File: config.mk
export PLATFORM = sky130hd
export DESIGN_NAME = freefall_motion_detector
export DESIGN_NICKNAME = d
export VERILOG_FILES = /design/src/design/detect_pkg.sv /design/src/design/freefall_motion_detector.sv
export VERILOG_INCLUDE_DIRS = /design/src /design/src/design
export SDC_FILE = /design/constraint.sdc
export NUM_CORES = 1
export LEC_CHECK = 0
export BUFFER_PORTS_ARGS = -buffer_cell sky130_fd_sc_hd__buf_2
export CORE_ASPECT_RATIO = 0.9
export CORE_MARGIN = 2
export CORE_UTILIZATION = 25
export DETAILED_ROUTE_END_ITERATION = 7
export PLACE_DENSITY_LB_ADDON = 0.15
export SETUP_SLACK_MARGIN = 0.05
export SYNTH_ARGS = -nofsm -noshare
export SYNTH_HDL_FRONTEND = slang
export SYNTH_SLANG_ARGS = --single-unit
File: constraint.sdc
create_clock -name clock -period 2.4 [get_ports clock]
set_clock_uncertainty 0.2 [all_clocks]
set_input_delay 0.24 -clock clock [delete_from_list [all_inputs] [get_ports clock]]
set_output_delay 0.24 -clock clock [all_outputs]
set_load 0.01 [all_outputs]
File: src/design/freefall_motion_detector_defines.svh
// register map, field positions and limits of the freefall/motion detector
`ifndef FREEFALL_MOTION_DETECTOR_DEFINES_SVH
`define FREEFALL_MOTION_DETECTOR_DEFINES_SVH

// ---------------------------------------------------------------------------
// register offsets
// ---------------------------------------------------------------------------
`define DETECT_CONFIG_ADDR      8'h15
`define DETECT_SOURCE_ADDR      8'h16
`define DETECT_THRESHOLD_ADDR   8'h17
`define DEBOUNCE_LIMIT_ADDR     8'h18

// ---------------------------------------------------------------------------
// detect_config fields (bits 2:0 read as zero)
// ---------------------------------------------------------------------------
`define CFG_LATCH_BIT           7
`define CFG_COMBINE_BIT         6
`define CFG_Z_EN_BIT            5
`define CFG_Y_EN_BIT            4
`define CFG_X_EN_BIT            3
`define CFG_RESET               5'h00

// ---------------------------------------------------------------------------
// detect_threshold fields
// ---------------------------------------------------------------------------
`define THS_CLEAR_MODE_BIT      7
`define THS_VALUE_MSB           6
`define THS_RESET               8'h00

// ---------------------------------------------------------------------------
// debounce limit, source and threshold scaling
// ---------------------------------------------------------------------------
`define DEBOUNCE_LIMIT_RESET    8'h00
`define SOURCE_EA_BIT           7
`define THS_LSB_MILLI_G         63
`define LOW_NOISE_MAX_MILLI_G   4000
`define LOW_NOISE_MAX_COUNTS    (`LOW_NOISE_MAX_MILLI_G / `THS_LSB_MILLI_G)

`endif

File: src/design/detect_pkg.sv
// shared types of the freefall/motion detector
package detect_pkg;

    // how enabled axis results combine into the event condition
    typedef enum logic {
        COMBINE_AND,
        COMBINE_OR
    } combine_t;

    // debounce counter behaviour on a false sample
    typedef enum logic {
        DEBOUNCE_DECREMENT,
        DEBOUNCE_CLEAR
    } debounce_mode_t;

endpackage

File: src/design/freefall_motion_detector.sv
// freefall/motion detector: threshold compare, debounce and source flags
//
// Functional notes
// - combine bit 0 = all enabled axes low (AND), 1 = any enabled high (OR).
// - axis motion is true when magnitude strictly exceeds the threshold.
// - freefall is true when every enabled axis magnitude is at or below threshold.
// - threshold is unsigned 7 bits, 0 to 127, 0.063 g per count.
// - compare spans 8 g; low-noise setting caps threshold at 4 g.
// - disabled axis is ignored and its flags always read zero.
// - event-active rises only when counter reaches limit with condition true.
// - clear mode resets the debounce counter on any false sample.
// - decrement mode steps counter down by one per false sample, floor zero.
// - non-latched decrement mode drops event only after full count decay.
// - non-latched clear mode drops event on the first false sample.
// - non-latched mode: source read has no side effect.
// - while event-active is low, axis flags follow undebounced compare.
// - latched mode holds event-active until source register is read.
// - latched read clears source bits and counter; new event recounts.
// - latched mode freezes axis flags once event-active sets, until read.
// - polarity flag is 0 for positive, 1 for negative acceleration.
// - event-active is presented to the interrupt logic outside.
// - debounce limit is 8-bit read/write, reset zero.
// - debounce counter saturates at the limit; above a lowered limit it is clamped by the next true sample.
//
// The strobed register port was decided locally.
`timescale 1ns/1ps
`default_nettype none
`include "freefall_motion_detector_defines.svh"

module freefall_motion_detector #(
    parameter int ACCEL_W = 8
) (
    input  wire logic               clock,
    input  wire logic               rstn,
    input  wire logic [7:0]         reg_addr,
    input  wire logic [7:0]         reg_wdata,
    input  wire logic               reg_wr,
    input  wire logic               reg_rd,
    output logic      [7:0]         reg_rdata,
    input  wire logic               sample_valid,
    input  wire logic [ACCEL_W-1:0] accel_x,
    input  wire logic [ACCEL_W-1:0] accel_y,
    input  wire logic [ACCEL_W-1:0] accel_z,
    input  wire logic               low_noise,
    output logic                    event_active
);

    // -----------------------------------------------------------------------
    // reset release
    // -----------------------------------------------------------------------
    logic [1:0] rst_sync_q;
    logic       rst_n;

    // two flops so release never lands mid-setup of downstream flops
    always_ff @(posedge clock or negedge rstn) begin
        if (!rstn) begin
            rst_sync_q <= 2'h0;
        end else begin
            rst_sync_q <= {rst_sync_q[0], 1'b1};
        end
    end
    assign rst_n = rst_sync_q[1];

    // -----------------------------------------------------------------------
    // register file
    // -----------------------------------------------------------------------
    logic [4:0] cfg_q;
    logic [4:0] cfg_d;
    logic [7:0] ths_q;
    logic [7:0] ths_d;
    logic [7:0] limit_q;
    logic [7:0] limit_d;
    logic [7:0] rdata_q;
    logic [7:0] rdata_d;
    logic [5:0] flags_q;
    logic [5:0] flags_d;
    logic       ea_q;
    logic       ea_d;
    logic [7:0] cnt_q;
    logic [7:0] cnt_d;

    logic                     latch_mode;
    detect_pkg::combine_t     combine;
    detect_pkg::debounce_mode_t db_mode;
    logic [2:0]               axis_en;
    logic [5:0]               flag_mask;
    logic                     src_read;

    assign latch_mode = cfg_q[`CFG_LATCH_BIT - 3];
    assign combine    = detect_pkg::combine_t'(cfg_q[`CFG_COMBINE_BIT - 3]);
    assign db_mode    =
        detect_pkg::debounce_mode_t'(ths_q[`THS_CLEAR_MODE_BIT]);
    assign axis_en    = cfg_q[2:0];     // {z, y, x}
    assign flag_mask  = {{2{axis_en[2]}}, {2{axis_en[1]}}, {2{axis_en[0]}}};
    assign src_read   = reg_rd && (reg_addr == `DETECT_SOURCE_ADDR);

    // write decode; read data stands only in the cycle after the strobe
    always_comb begin
        cfg_d   = cfg_q;
        ths_d   = ths_q;
        limit_d = limit_q;
        rdata_d = 8'h00;
        if (reg_wr) begin
            case (reg_addr)
                `DETECT_CONFIG_ADDR:    cfg_d   = reg_wdata[7:3];
                `DETECT_THRESHOLD_ADDR: ths_d   = reg_wdata;
                `DEBOUNCE_LIMIT_ADDR:   limit_d = reg_wdata;
                default:                cfg_d   = cfg_q;
            endcase
        end
        if (reg_rd) begin
            case (reg_addr)
                `DETECT_CONFIG_ADDR:    rdata_d = {cfg_q, 3'h0};
                `DETECT_SOURCE_ADDR:    rdata_d = {ea_q, 1'b0,
                                                   flags_q & flag_mask};
                `DETECT_THRESHOLD_ADDR: rdata_d = ths_q;
                `DEBOUNCE_LIMIT_ADDR:   rdata_d = limit_q;
                default:                rdata_d = 8'h00;
            endcase
        end
    end

    always_ff @(posedge clock or negedge rst_n) begin
        if (!rst_n) begin
            cfg_q   <= `CFG_RESET;
            ths_q   <= `THS_RESET;
            limit_q <= `DEBOUNCE_LIMIT_RESET;
            rdata_q <= 8'h00;
        end else begin
            cfg_q   <= cfg_d;
            ths_q   <= ths_d;
            limit_q <= limit_d;
            rdata_q <= rdata_d;
        end
    end
    assign reg_rdata = rdata_q;

    // -----------------------------------------------------------------------
    // per-axis compare
    // -----------------------------------------------------------------------
    logic [ACCEL_W-1:0] accel [3];
    logic [ACCEL_W-1:0] mag   [3];
    logic [ACCEL_W-1:0] thr_eff;
    logic [6:0]         thr_raw;
    logic [2:0]         axis_hi;
    logic [5:0]         live_flags;
    logic               any_en;
    logic               cond;

    assign accel[0] = accel_x;
    assign accel[1] = accel_y;
    assign accel[2] = accel_z;
    assign thr_raw  = ths_q[`THS_VALUE_MSB:0];

    // 7-bit unsigned threshold in 0.063 g counts
    // low noise caps the threshold near 4 g, samples span 8 g
    always_comb begin
        if (low_noise && (thr_raw > 7'(`LOW_NOISE_MAX_COUNTS))) begin
            thr_eff = ACCEL_W'(`LOW_NOISE_MAX_COUNTS);
        end else begin
            thr_eff = ACCEL_W'(thr_raw);
        end
    end

    // magnitudes; the most negative code still yields its true size
    always_comb begin
        for (int i = 0; i < 3; i++) begin
            mag[i] = accel[i][ACCEL_W-1] ? ACCEL_W'(~accel[i] + 1'b1)
                                         : accel[i];
            axis_hi[i] = mag[i] > thr_eff;
            live_flags[2*i+1] = axis_en[i] & axis_hi[i];
            live_flags[2*i]   = axis_en[i] & accel[i][ACCEL_W-1];
        end
    end

    // combined condition; no enabled axis disables the function
    assign any_en = |axis_en;
    always_comb begin
        case (combine)
            // OR of enabled axes above threshold
            detect_pkg::COMBINE_OR:  cond = any_en && |(axis_hi & axis_en);
            // every enabled axis at or below threshold
            detect_pkg::COMBINE_AND: cond = any_en &&
                                            &(~axis_hi | ~axis_en);
            default:                 cond = 1'b0;
        endcase
    end

    // -----------------------------------------------------------------------
    // debounce and source flags
    // -----------------------------------------------------------------------
    logic [7:0] cnt_base;
    logic       ea_base;
    logic       reached;

    always_comb begin
        cnt_d    = cnt_q;
        ea_d     = ea_q;
        flags_d  = flags_q;
        reached  = 1'b0;
        // latched read clears all source bits and the counter
        // a read in non-latched mode touches nothing
        if (latch_mode && src_read) begin
            cnt_d   = 8'h00;
            ea_d    = 1'b0;
            flags_d = 6'h00;
        end
        cnt_base = cnt_d;
        ea_base  = ea_d;
        // everything advances on the sample strobe only
        if (sample_valid) begin
            if (cond) begin
                // saturate at the limit, also after it is lowered
                cnt_d = (cnt_base >= limit_q) ? limit_q
                                              : 8'(cnt_base + 8'h01);
            end else if (db_mode == detect_pkg::DEBOUNCE_CLEAR) begin
                cnt_d = 8'h00;
            end else begin
                cnt_d = (cnt_base != 8'h00) ? 8'(cnt_base - 8'h01)
                                            : 8'h00;
            end
            reached = cond && (cnt_d == limit_q);
            if (latch_mode) begin
                // frozen once set; a set in a read cycle still wins
                if (!ea_base) begin
                    flags_d = live_flags;
                end
                if (reached) begin
                    ea_d = 1'b1;
                end
            end else begin
                flags_d = live_flags;
                if (db_mode == detect_pkg::DEBOUNCE_CLEAR) begin
                    ea_d = reached;
                end else if (reached) begin
                    ea_d = 1'b1;
                end else if (cnt_d == 8'h00) begin
                    ea_d = 1'b0;
                end
            end
        end
    end

    always_ff @(posedge clock or negedge rst_n) begin
        if (!rst_n) begin
            cnt_q   <= 8'h00;
            ea_q    <= 1'b0;
            flags_q <= 6'h00;
        end else begin
            cnt_q   <= cnt_d;
            ea_q    <= ea_d;
            flags_q <= flags_d;
        end
    end

    // level for the interrupt routing outside
    assign event_active = ea_q;
endmodule

`default_nettype wire

==> results of run 1 <==
-- sequential cells by signal (all words and copies together), names as in the netlist --
register	cells
cnt_q	8
limit_q	8
reg_rdata	8
ths_q	8
flags_q	6
cfg_q	5
rst_sync_q	2
event_active	1
-- per-layer routing --
metal  GRT usage [%]  share of wire (%)  wire [um]
met2           25.53                 43       5714
met3           2.009                5.3        695
met4           3.190               0.96        126
met1           24.76                 50       6653
met5               0                  0          0
-- worst reg2reg max path: cells and delay by family, from the launching register on --
family          cells  cell delay [ns]
compound gates      5             0.97
simple gates        3             0.86
flops               1             0.49
mux                 2             0.41
fa+ha+maj           1             0.24
-- cell type report --
type                    count  area (um^2)
fillers                  1574         9543
multi-input cells         351         2933
repair buffers            179         1235
flip-flops and latches     46         1154
well taps                 202        252.7
clock buffers               5        125.1
inverters                  19        96.34
clock inverters             3        48.80
-- power breakdown --
part	internal, mW	leakage, nW	switching [mW]
registers	0.862	0.612	0.0861
logic	1.09	2.03	1.05
clock network	0.500	0.0819	0.355
-- logic make-up (layout without fill, tap and decap cells) --
| group | after synthesis | in the layout |
|---|---|---|
| flip-flops | 46 | 46 |
| AO/OA/AOI/OAI | 100 | 100 |
| XOR/XNOR | 32 | 32 |
| AND/OR/NAND/NOR | 145 | 146 |
| adder cells (fa/ha/maj) | 30 | 30 |
| multiplexers | 42 | 42 |
| buffers and inverters | 40 | 206 |
| other | 1 | 1 |
-- Yosys cell counts, types with 7 or more instances --
cell type | n | area share (%)
dfrtp_1 | 46 | 29
a31oi_1 | 9 | 1.4
nor3_1 | 7 | 0.89
nand2_1 | 36 | 3.4
clkbuf_1 | 15 | 1.4
xor2_1 | 8 | 1.8
o21ai_0 | 16 | 2.0
xnor2_1 | 21 | 4.7
nor2_1 | 24 | 2.3
a21oi_1 | 29 | 3.7
mux2i_1 | 13 | 3.3
mux2_2 | 28 | 8.0
nand3_1 | 24 | 3.1
ha_1 | 29 | 9.2
inv_1 | 19 | 1.8
nand4_1 | 8 | 1.3
-- stage by stage --
stage | instance area, um^2 | total power [mW] | setup slack, ns | hold WS, ns | instances
2_1_floorplan | 4193 | 2.203 | -0.8175 | -0.2556 | 436
3_3_place_gp | 5469 | 3.013 | -1.133 | -0.1750 | 790
3_5_place_dp | 5469 | 3.014 | -1.100 | -0.1741 | 790
4_1_cts | 5739 | 3.925 | -0.7564 | 0.01337 | 803
5_1_grt | 5844 | 4.235 | -1.002 | 0.02007 | 805
6_report | 5844 | 3.950 | -0.8780 | 0.007256 | 805
-- final timing paths --
kind | start | end
setup / recovery | ths_q[6] | cnt_q[3]
hold / removal | reg_wdata[1] | ths_q[1]
setup reg to reg | ths_q[6] | cnt_q[3]
hold reg to reg | rst_sync_q[1] | cnt_q[4]
max in group asynchronous | rst_sync_q[1] | ths_q[6]
min in group asynchronous | rst_sync_q[1] | cnt_q[4]
-- timing repair --
| item | CTS | global route |
|---|---|---|
| setup endpoints to repair | 11 | 12 |
| pin swaps | 7 | 11 |
| gates cloned | 1 | 0 |
| hold buffers | 1 | 0 |
| setup buffers | 3 | 3 |
| hold endpoints to repair | 2 | 0 |
| resized for setup | 10 | 19 |
==> impl_metrics.yaml, run 1 <==
timing:
  relSlewSlack_pct: 56.28
  tightest_slew_ns: 0.6490
  rsz0062_at_grt: "true"
  slew_viol_final: 0
  hold_violations: 0
  setup_tns_ns: -7.491
  finalCritPeriodShare_pct: 136.6
  finalSetupViolCount: 10
  clock.fmax_mhz: 305.1
  finalWorstPathRequiredPeriod_ns: 3.278
  setup_ws_ns: -0.8780
yosys:
  syn_inst: 436
  synthAdderAreaFrac_pct: 9.487
  ys_seq_elements: 46
  synthArstFlopShare_pct: 100.0
  synth-xor-area-share_pct: 7.864
  syn_avg_cell_area_um2: 9.014
  synth_nets: 511
  netlist_area_mm2: 0.003930
  yosys_warnings: 0
  synthMuxAreaShare_pct: 11.62
  seq_area_frac_synth_pct: 29.29
  ys.flop_type: "dfrtp_1"
  synth_top_family_by_area: "simple AND/OR/NAND/NOR gates"
  synth_edf_count: 0
  yosysUniqueCellTypes: 64
  yosys.area_share.simple_pct: 19.68
  synth_compound_area_share_pct: 17.41
worst_setup_path:
  end_kind: "flip-flop"
  critical_path_arrival_ns: 3.26
  cp.required_ns: 2.38
  cp.depth: 11
  rr_worst_depth: 11
  ff2ff_setup_slack_ns: -0.88
  cp_top_family: "compound AO/OA/AOI/OAI gates"
  path_max_fanout: 6
  cp_cell_sequence: "a21oi_4 -> ha_4 -> a21oi_2 -> nor2b_1 -> o21ai_1 -> o311ai_1 -> o311a_2 -> or4b_4 -> and2_4 -> mux2i_1 -> mux2_4"
  slowest_stage: "or4b_4"
  cp_num_buf_inv: 0
  cp-start-kind: "flip-flop"
  worstSetupPathType: "reg2reg"
  slowest_delay_ns: 0.59
min_path:
  hold_path_class: "in2reg"
  hold_depth: 2
outcome:
  violations: "negative setup slack"
  status: "finished, violations left"
route:
  drtIter0Drc: 284
  via_per_inst: 4.903
  first_pass_iters: 5
  post-route-drc-count: 0
  wl_per_cell_um: 16.38
  drt_wl_total_um: 13190
  drtAntennaViolNets: 0
  vias: 3947
clock_tree:
  cts_buffer_depth: 2
  cts_num_sinks: 46
  cts_tree: "yes"
  clock_latency_ns: 0.30
  cts-buffers-inserted: 5
  cts_root_buf: "clkbuf_16"
  cts_max_level: 2
  clk_pin_slew_worst_paths_ns: 0.07
grt:
  grt_max_degree: 27
  grt_pass1_wl_um: 21610
  antenna_found_initial: 0
  grt_pass1_vias: 3990
  grt-ovfl-total: 0
  grt_usage_pct: 16.51
floorplanning:
  initial_utilization_pct: 25.54
  core_mm2: 0.01539
  num_io_pins: 55
  core.rowCount: 43
  die-area_mm2: 0.01674
  die_height_um: 122.9
  die_w_um: 136.2
flow_run:
  drv_cap: 0
placed_design:
  gp_routability_congestion: 0.8616
  hpwl_um: 10620
  port_buffers: 54
finish:
  finish.utilization_pct: 37.98
  num_antenna_cells: 0
  drive_gt1_share_pct: 44.94
  syn_to_final_growth_pct: 48.71
  fin_nets: 677
  final_common_cell: "buf_4"
  final_cell_mix: "120 x buf_4, 54 x buf_2, 44 x dfrtp_1"
pwr:
  p_per_area_mw_per_mm2: 675.9
  ir_worst_vdd_v: 0.0003808
  cellLeakagePower_nw: 2.724
Power figures use the tool's default switching activity.
==> run 2, diff against run 1 <==
--- a/config.mk
+++ b/config.mk
@@ -9,7 +9,7 @@
 export BUFFER_PORTS_ARGS = -buffer_cell sky130_fd_sc_hd__buf_2
 export CORE_ASPECT_RATIO = 0.9
 export CORE_MARGIN = 2
-export CORE_UTILIZATION = 25
+export CORE_UTILIZATION = 55
 export DETAILED_ROUTE_END_ITERATION = 7
 export PLACE_DENSITY_LB_ADDON = 0.15
 export SETUP_SLACK_MARGIN = 0.05
==> run 2 against run 1 <==
Effect of this change:
- the flow still finishes with violations (negative setup slack)
- sequential share of layout area up 0.43 points
- via count up 8.6%
- sequential power up 2%
- cell count down 13%
- sequential cell count unchanged
- worst hold slack worse by 0.0045 ns
- fmax down 2.4%
- design area down 2.1%
- combinational power up 4%
- critical path type unchanged
- largest cell class unchanged
- highest routed layer unchanged
==> impl_metrics.yaml, run 2 (synthesis results as in run 1) <==
outcome:
  status: "finished, violations left"
  violations: "negative setup slack"
clock_tree:
  clk_pin_slew_worst_paths_ns: 0.10
  cts-buffers-inserted: 5
  cts_tree: "yes"
  cts_num_sinks: 46
  cts_max_level: 2
  cts_buffer_depth: 2
  clock_latency_ns: 0.32
  cts_root_buf: "clkbuf_8"
worst_setup_path:
  ff2ff_setup_slack_ns: -0.96
  slowest_delay_ns: 0.50
  slowest_stage: "dfrtp_2"
  path_max_fanout: 6
  rr_worst_depth: 13
  cp-start-kind: "flip-flop"
  cp.required_ns: 2.44
  cp_num_buf_inv: 2
  worstSetupPathType: "reg2reg"
  end_kind: "flip-flop"
  cp_common_cell: "buf_4"
  cp_cell_sequence: "a21oi_4 -> buf_4 -> ha_4 -> a21oi_2 -> nor2b_1 -> o21ai_1 -> o311ai_1 -> o311a_2 -> buf_4 -> o31ai_2 -> and2_4 -> mux2_4 -> mux2i_1"
  critical_path_arrival_ns: 3.40
  r2r-start: "ths_q[6]"
  r2r_end: "cnt_q[4]"
  cp_top_family: "compound AO/OA/AOI/OAI gates"
pwr:
  cellLeakagePower_nw: 2.731
  ir_worst_vdd_v: 0.0006055
  power_frac_clock_pct: 14.1
  p_int_mw: 2.214
  p_per_area_mw_per_mm2: 653.7
  switchingPower_mw: 1.525
  pwr-share-comb_pct: 60.0
  sw_frac_of_total_pct: 40.79
  p_seq_share_pct: 25.8
timing:
  tightest_slew_ns: 0.6611
  finalCritPeriodShare_pct: 140.0
  finalWorstPathRequiredPeriod_ns: 3.359
  clock.fmax_mhz: 297.7
  setup_ws_ns: -0.9592
  slew_viol_final: 0
  whs_ns: 0.002802
  rsz0062_at_grt: "true"
  hold_violations: 0
  relSlewSlack_pct: 55.46
  finalSetupViolCount: 10
finish:
  num_antenna_cells: 0
  syn_to_final_growth_pct: 45.56
  final_cell_mix: "124 x buf_4, 52 x buf_2, 44 x dfrtp_1"
  multi_input_area_mm2: 0.002948
  final_common_cell: "buf_4"
  regArea_mm2: 0.001154
  drive_gt1_share_pct: 45.50
  nFillCells: 448
  fin_nets: 685
flow_run:
  drv_cap: 0
floorplanning:
  die_w_um: 93.11
  core.rowCount: 29
  core_mm2: 0.007003
  num_io_pins: 55
  die_height_um: 84.20
  initial_utilization_pct: 56.12
  die-area_mm2: 0.007839
min_path:
  holdPathEnd: "ths_q[0]"
  hold_path_class: "in2reg"
  hold_depth: 2
  min_from: "reg_wdata[0]"
grt:
  grt_max_degree: 28
  grt_pass1_vias: 4157
  antenna_found_initial: 0
  grt-ovfl-total: 0
  grt_pass1_wl_um: 20250
  grt_usage_pct: 32.82
placed_design:
  pre_cts_ws_ns: -1.164
  hpwl_um: 9860
  gp_routability_congestion: 0.9668
  port_buffers: 54
route:
  vias: 4285
  first_pass_iters: 6
  drtIter0Drc: 474
  drt_wl_total_um: 13010
  post-route-drc-count: 0
  drtAntennaViolNets: 0
  wl_per_cell_um: 18.48
  via_per_inst: 6.087
==> run 2: stage by stage <==
step	total power, mW	std cells	util [%]	TNS (ns)	area, um^2
5_1_grt	3.958	704	81.69	-9.576	5720
4_1_cts	3.600	695	78.94	-7.025	5528
6_report	3.740	704	81.69	-8.108	5720
3_5_place_dp	3.026	682	76.08	-10.61	5328
2_1_floorplan	2.203	436	-	-6.582	4193
3_3_place_gp	2.972	682	76.08	-9.134	5328
==> run 2: how the worst max path moves through the flow <==
stage | startpoint | end | slack (ns) | cells after the start
2_1_floorplan | accel_z[1] | cnt_q[6] | -0.82 | 16
3_3_place_gp | accel_y[0] | cnt_q[3] | -1.03 | 16
3_5_place_dp | accel_y[5] | event_active | -1.16 | 16
4_1_cts | ths_q[6] | event_active | -0.82 | 12
5_1_grt | accel_y[3] | cnt_q[3] | -1.10 | 15
6_report | ths_q[6] | cnt_q[4] | -0.96 | 13
==> run 2: final cells by class <==
type	instances	share of cell area (%)
Clock buffer	5	1.203
Clock inverter	3	0.4593
Inverter	19	1.684
Multi-Input combinational cell	351	51.53
Sequential cell	46	20.17
Tap cell	93	2.034
Timing Repair Buffer	187	22.92
==> run 2: worst reg2reg max path: cells and delay by family, from the launching register on <==
kind            cells  cell delay [ns]
buf+inv             2             0.29
simple gates        2             0.36
fa+ha+maj           1             0.19
flops               1             0.50
mux                 2             0.46
compound gates      6             1.30
==> run 2: power groups by stage <==
| stage | sequential [mW] | combinational [mW] | clock, mW |
|---|---|---|---|
| floorplan | 0.973 | 1.23 | 0 |
| global placement | 0.968 | 2.00 | 0 |
| detailed placement | 0.973 | 2.05 | 0 |
| CTS | 0.961 | 2.11 | 0.525 |
| global route | 0.976 | 2.43 | 0.552 |
| finish | 0.966 | 2.24 | 0.528 |
==> run 2: what timing repair did <==
action,4_1_cts,5_1_grt
endpoints found under the setup margin,11,11
buffers inserted,2,5
pin swaps,1,24
endpoints found under the hold margin,3,5
gates resized for setup,15,25
cloned,1,0
hold buffers,2,4
==> run 2: metal layers <==
metal	global-route usage, %	wire (um)	part of all wire (%)
met1	47.02	5681	44
met2	50.33	5904	45
met3	8.797	1208	9.3
met4	6.818	218	1.7
met5	0	0	0
==> run 3, diff against run 2 <==
--- a/config.mk
+++ b/config.mk
@@ -12,7 +12,6 @@
 export CORE_UTILIZATION = 55
 export DETAILED_ROUTE_END_ITERATION = 7
 export PLACE_DENSITY_LB_ADDON = 0.15
-export SETUP_SLACK_MARGIN = 0.05
 export SYNTH_ARGS = -nofsm -noshare
 export SYNTH_HDL_FRONTEND = slang
 export SYNTH_SLANG_ARGS = --single-unit
==> run 3 against run 2 <==
Effect of this change:
- the run still ends with negative setup slack left
- cell count is 0.14% higher
- worst hold slack improved by 0.0051 ns
- die area did not move
- design area rose by 0.35%
- clock-buffer cell count stayed put
- utilization is 0.29 points higher
- non-clock buffer count up 1
- sequential share of layout area shrank 0.070 points
- largest power group unchanged
==> impl_metrics.yaml, run 3 (synthesis results as in run 1) <==
timing:
  rsz0062_at_grt: "true"
  tightest_slew_ns: 0.6619
  clock.fmax_mhz: 294.2
  finalSetupViolCount: 11
  finalCritPeriodShare_pct: 141.6
  slew_viol_final: 0
  relSlewSlack_pct: 55.41
  finalWorstPathRequiredPeriod_ns: 3.399
  whs_ns: 0.007854
  hold_violations: 0
  setup_ws_ns: -0.9988
route:
  post-route-drc-count: 0
  vias: 4285
  wl_per_cell_um: 18.58
  drtAntennaViolNets: 0
  drtIter0Drc: 505
  drt_wl_total_um: 13100
  first_pass_iters: 5
  via_per_inst: 6.078
finish:
  nFillCells: 442
  final_cell_mix: "125 x buf_4, 52 x buf_2, 44 x dfrtp_1"
  drive_gt1_share_pct: 45.75
  fin_nets: 686
  num_antenna_cells: 0
  syn_to_final_growth_pct: 46.07
  final_common_cell: "buf_4"
floorplanning:
  die_height_um: 84.20
  num_io_pins: 55
  die-area_mm2: 0.007839
  core.rowCount: 29
  die_w_um: 93.11
  core_mm2: 0.007003
  initial_utilization_pct: 56.12
clock_tree:
  cts_root_buf: "clkbuf_8"
  cts_buffer_depth: 2
  clk_pin_slew_worst_paths_ns: 0.10
  cts_max_level: 2
  cts_tree: "yes"
  clock_latency_ns: 0.31
  cts_num_sinks: 46
  cts-buffers-inserted: 5
min_path:
  hold_path_class: "in2reg"
placed_design:
  gp_routability_congestion: 0.9668
  port_buffers: 54
  pre_cts_ws_ns: -1.164
  hpwl_um: 9860
worst_setup_path:
  end_kind: "flip-flop"
  worstSetupPathType: "in2reg"
  cp-start-kind: "input port"
  cp.required_ns: 2.41
  path_max_fanout: 5
  critical_path_arrival_ns: 3.40
grt:
  grt-ovfl-total: 0
  antenna_found_initial: 0
  grt_pass1_vias: 4159
  grt_pass1_wl_um: 20270
  grt_usage_pct: 32.82
  grt_max_degree: 28
pwr:
  total_power_mw: 3.740
  p_per_area_mw_per_mm2: 651.5
  cellLeakagePower_nw: 2.737
  ir_worst_vdd_v: 0.0006068
outcome:
  violations: "negative setup slack"
  status: "finished, violations left"
flow_run:
  drv_cap: 0
run 3: cell count changes in the layout (fill, tap and decap cells not counted):
| cell | before | now |
|---|---|---|
| o31ai_2 | 2 | 1 |
| a21oi_2 | 5 | 6 |
| a21oi_1 | 21 | 20 |
| buf_4 | 124 | 125 |
| o31ai_4 | 0 | 1 |
run 3: timing repair:
action,CTS,global route
hold buffers,2,4
gates cloned,1,0
endpoints found under the hold margin,3,5
endpoints found under the setup margin,11,11
resized for setup,14,28
buffers inserted,2,6
pin swaps,1,24
run 3: layout make-up:
| class | count | area [um^2] | area share [%] |
|---|---|---|---|
| timing repair buffer | 188 | 1319 | 22.97 |
| multi-input combinational | 351 | 2960 | 51.57 |
| inverter | 19 | 96.34 | 1.678 |
| tap | 93 | 116.4 | 2.027 |
| sequential | 46 | 1154 | 20.10 |
| clock inverter | 3 | 26.28 | 0.4577 |
| clock buffer | 5 | 68.82 | 1.199 |
run 3: path summary, 6_finish.rpt:
path	slack, ns	to	depth (start not counted)	from
max	-1.0	cnt_q[3]	15	accel_y[3]
min	0.008	ths_q[0]	2	reg_wdata[0]
max reg2reg	-0.95	cnt_q[3]	11	ths_q[6]
min reg2reg	0.02	cnt_q[3]	0	rst_sync_q[1]
max in group asynchronous	1.24	ths_q[6]	1	rst_sync_q[1]
min in group asynchronous	0.02	cnt_q[3]	0	rst_sync_q[1]
run 3: worst max-delay path: stages:
cell and delay [ns]:
buf_8 0.10, nor4_4 0.31, nand2_1 0.13, nand2_2 0.10
xnor2_2 0.08, ha_1 0.30, nand4_1 0.10, nor2_1 0.22
mux2i_1 0.15, o41ai_2 0.28, nor2_2 0.12, or4b_4 0.59
and2_4 0.23, mux2i_2 0.18, mux2_4 0.27
run 3: per-layer routing:
metal  vias up  GRT usage [%]  wire [um]
li1       1966              -          -
met4         0          6.818        176
met1      2048          47.02       5625
met2       244          50.33       6017
met5         -              0          0
met3        27          8.797       1280
run 3: through the flow:
| step | utilization, % | TNS (ns) | std cells | instance area [um^2] |
|---|---|---|---|---|
| after global routing | 81.97 | -9.679 | 705 | 5741 |
| after CTS | 78.85 | -7.025 | 695 | 5522 |
| final | 81.97 | -8.476 | 705 | 5741 |
| after global placement | 76.08 | -9.134 | 682 | 5328 |
| after detailed placement | 76.08 | -10.61 | 682 | 5328 |
| after floorplan | - | -6.582 | 436 | 4193 |
run 3: where the power goes:
part / internal, mW / total (mW) / switching [mW] / leakage [nW]
registers: 0.862 / 0.965 / 0.103 / 0.612
clock network: 0.217 / 0.524 / 0.307 / 0.0495
logic: 1.14 / 2.25 / 1.12 / 2.07
total: 2.22 / 3.74 / 1.52 / 2.74
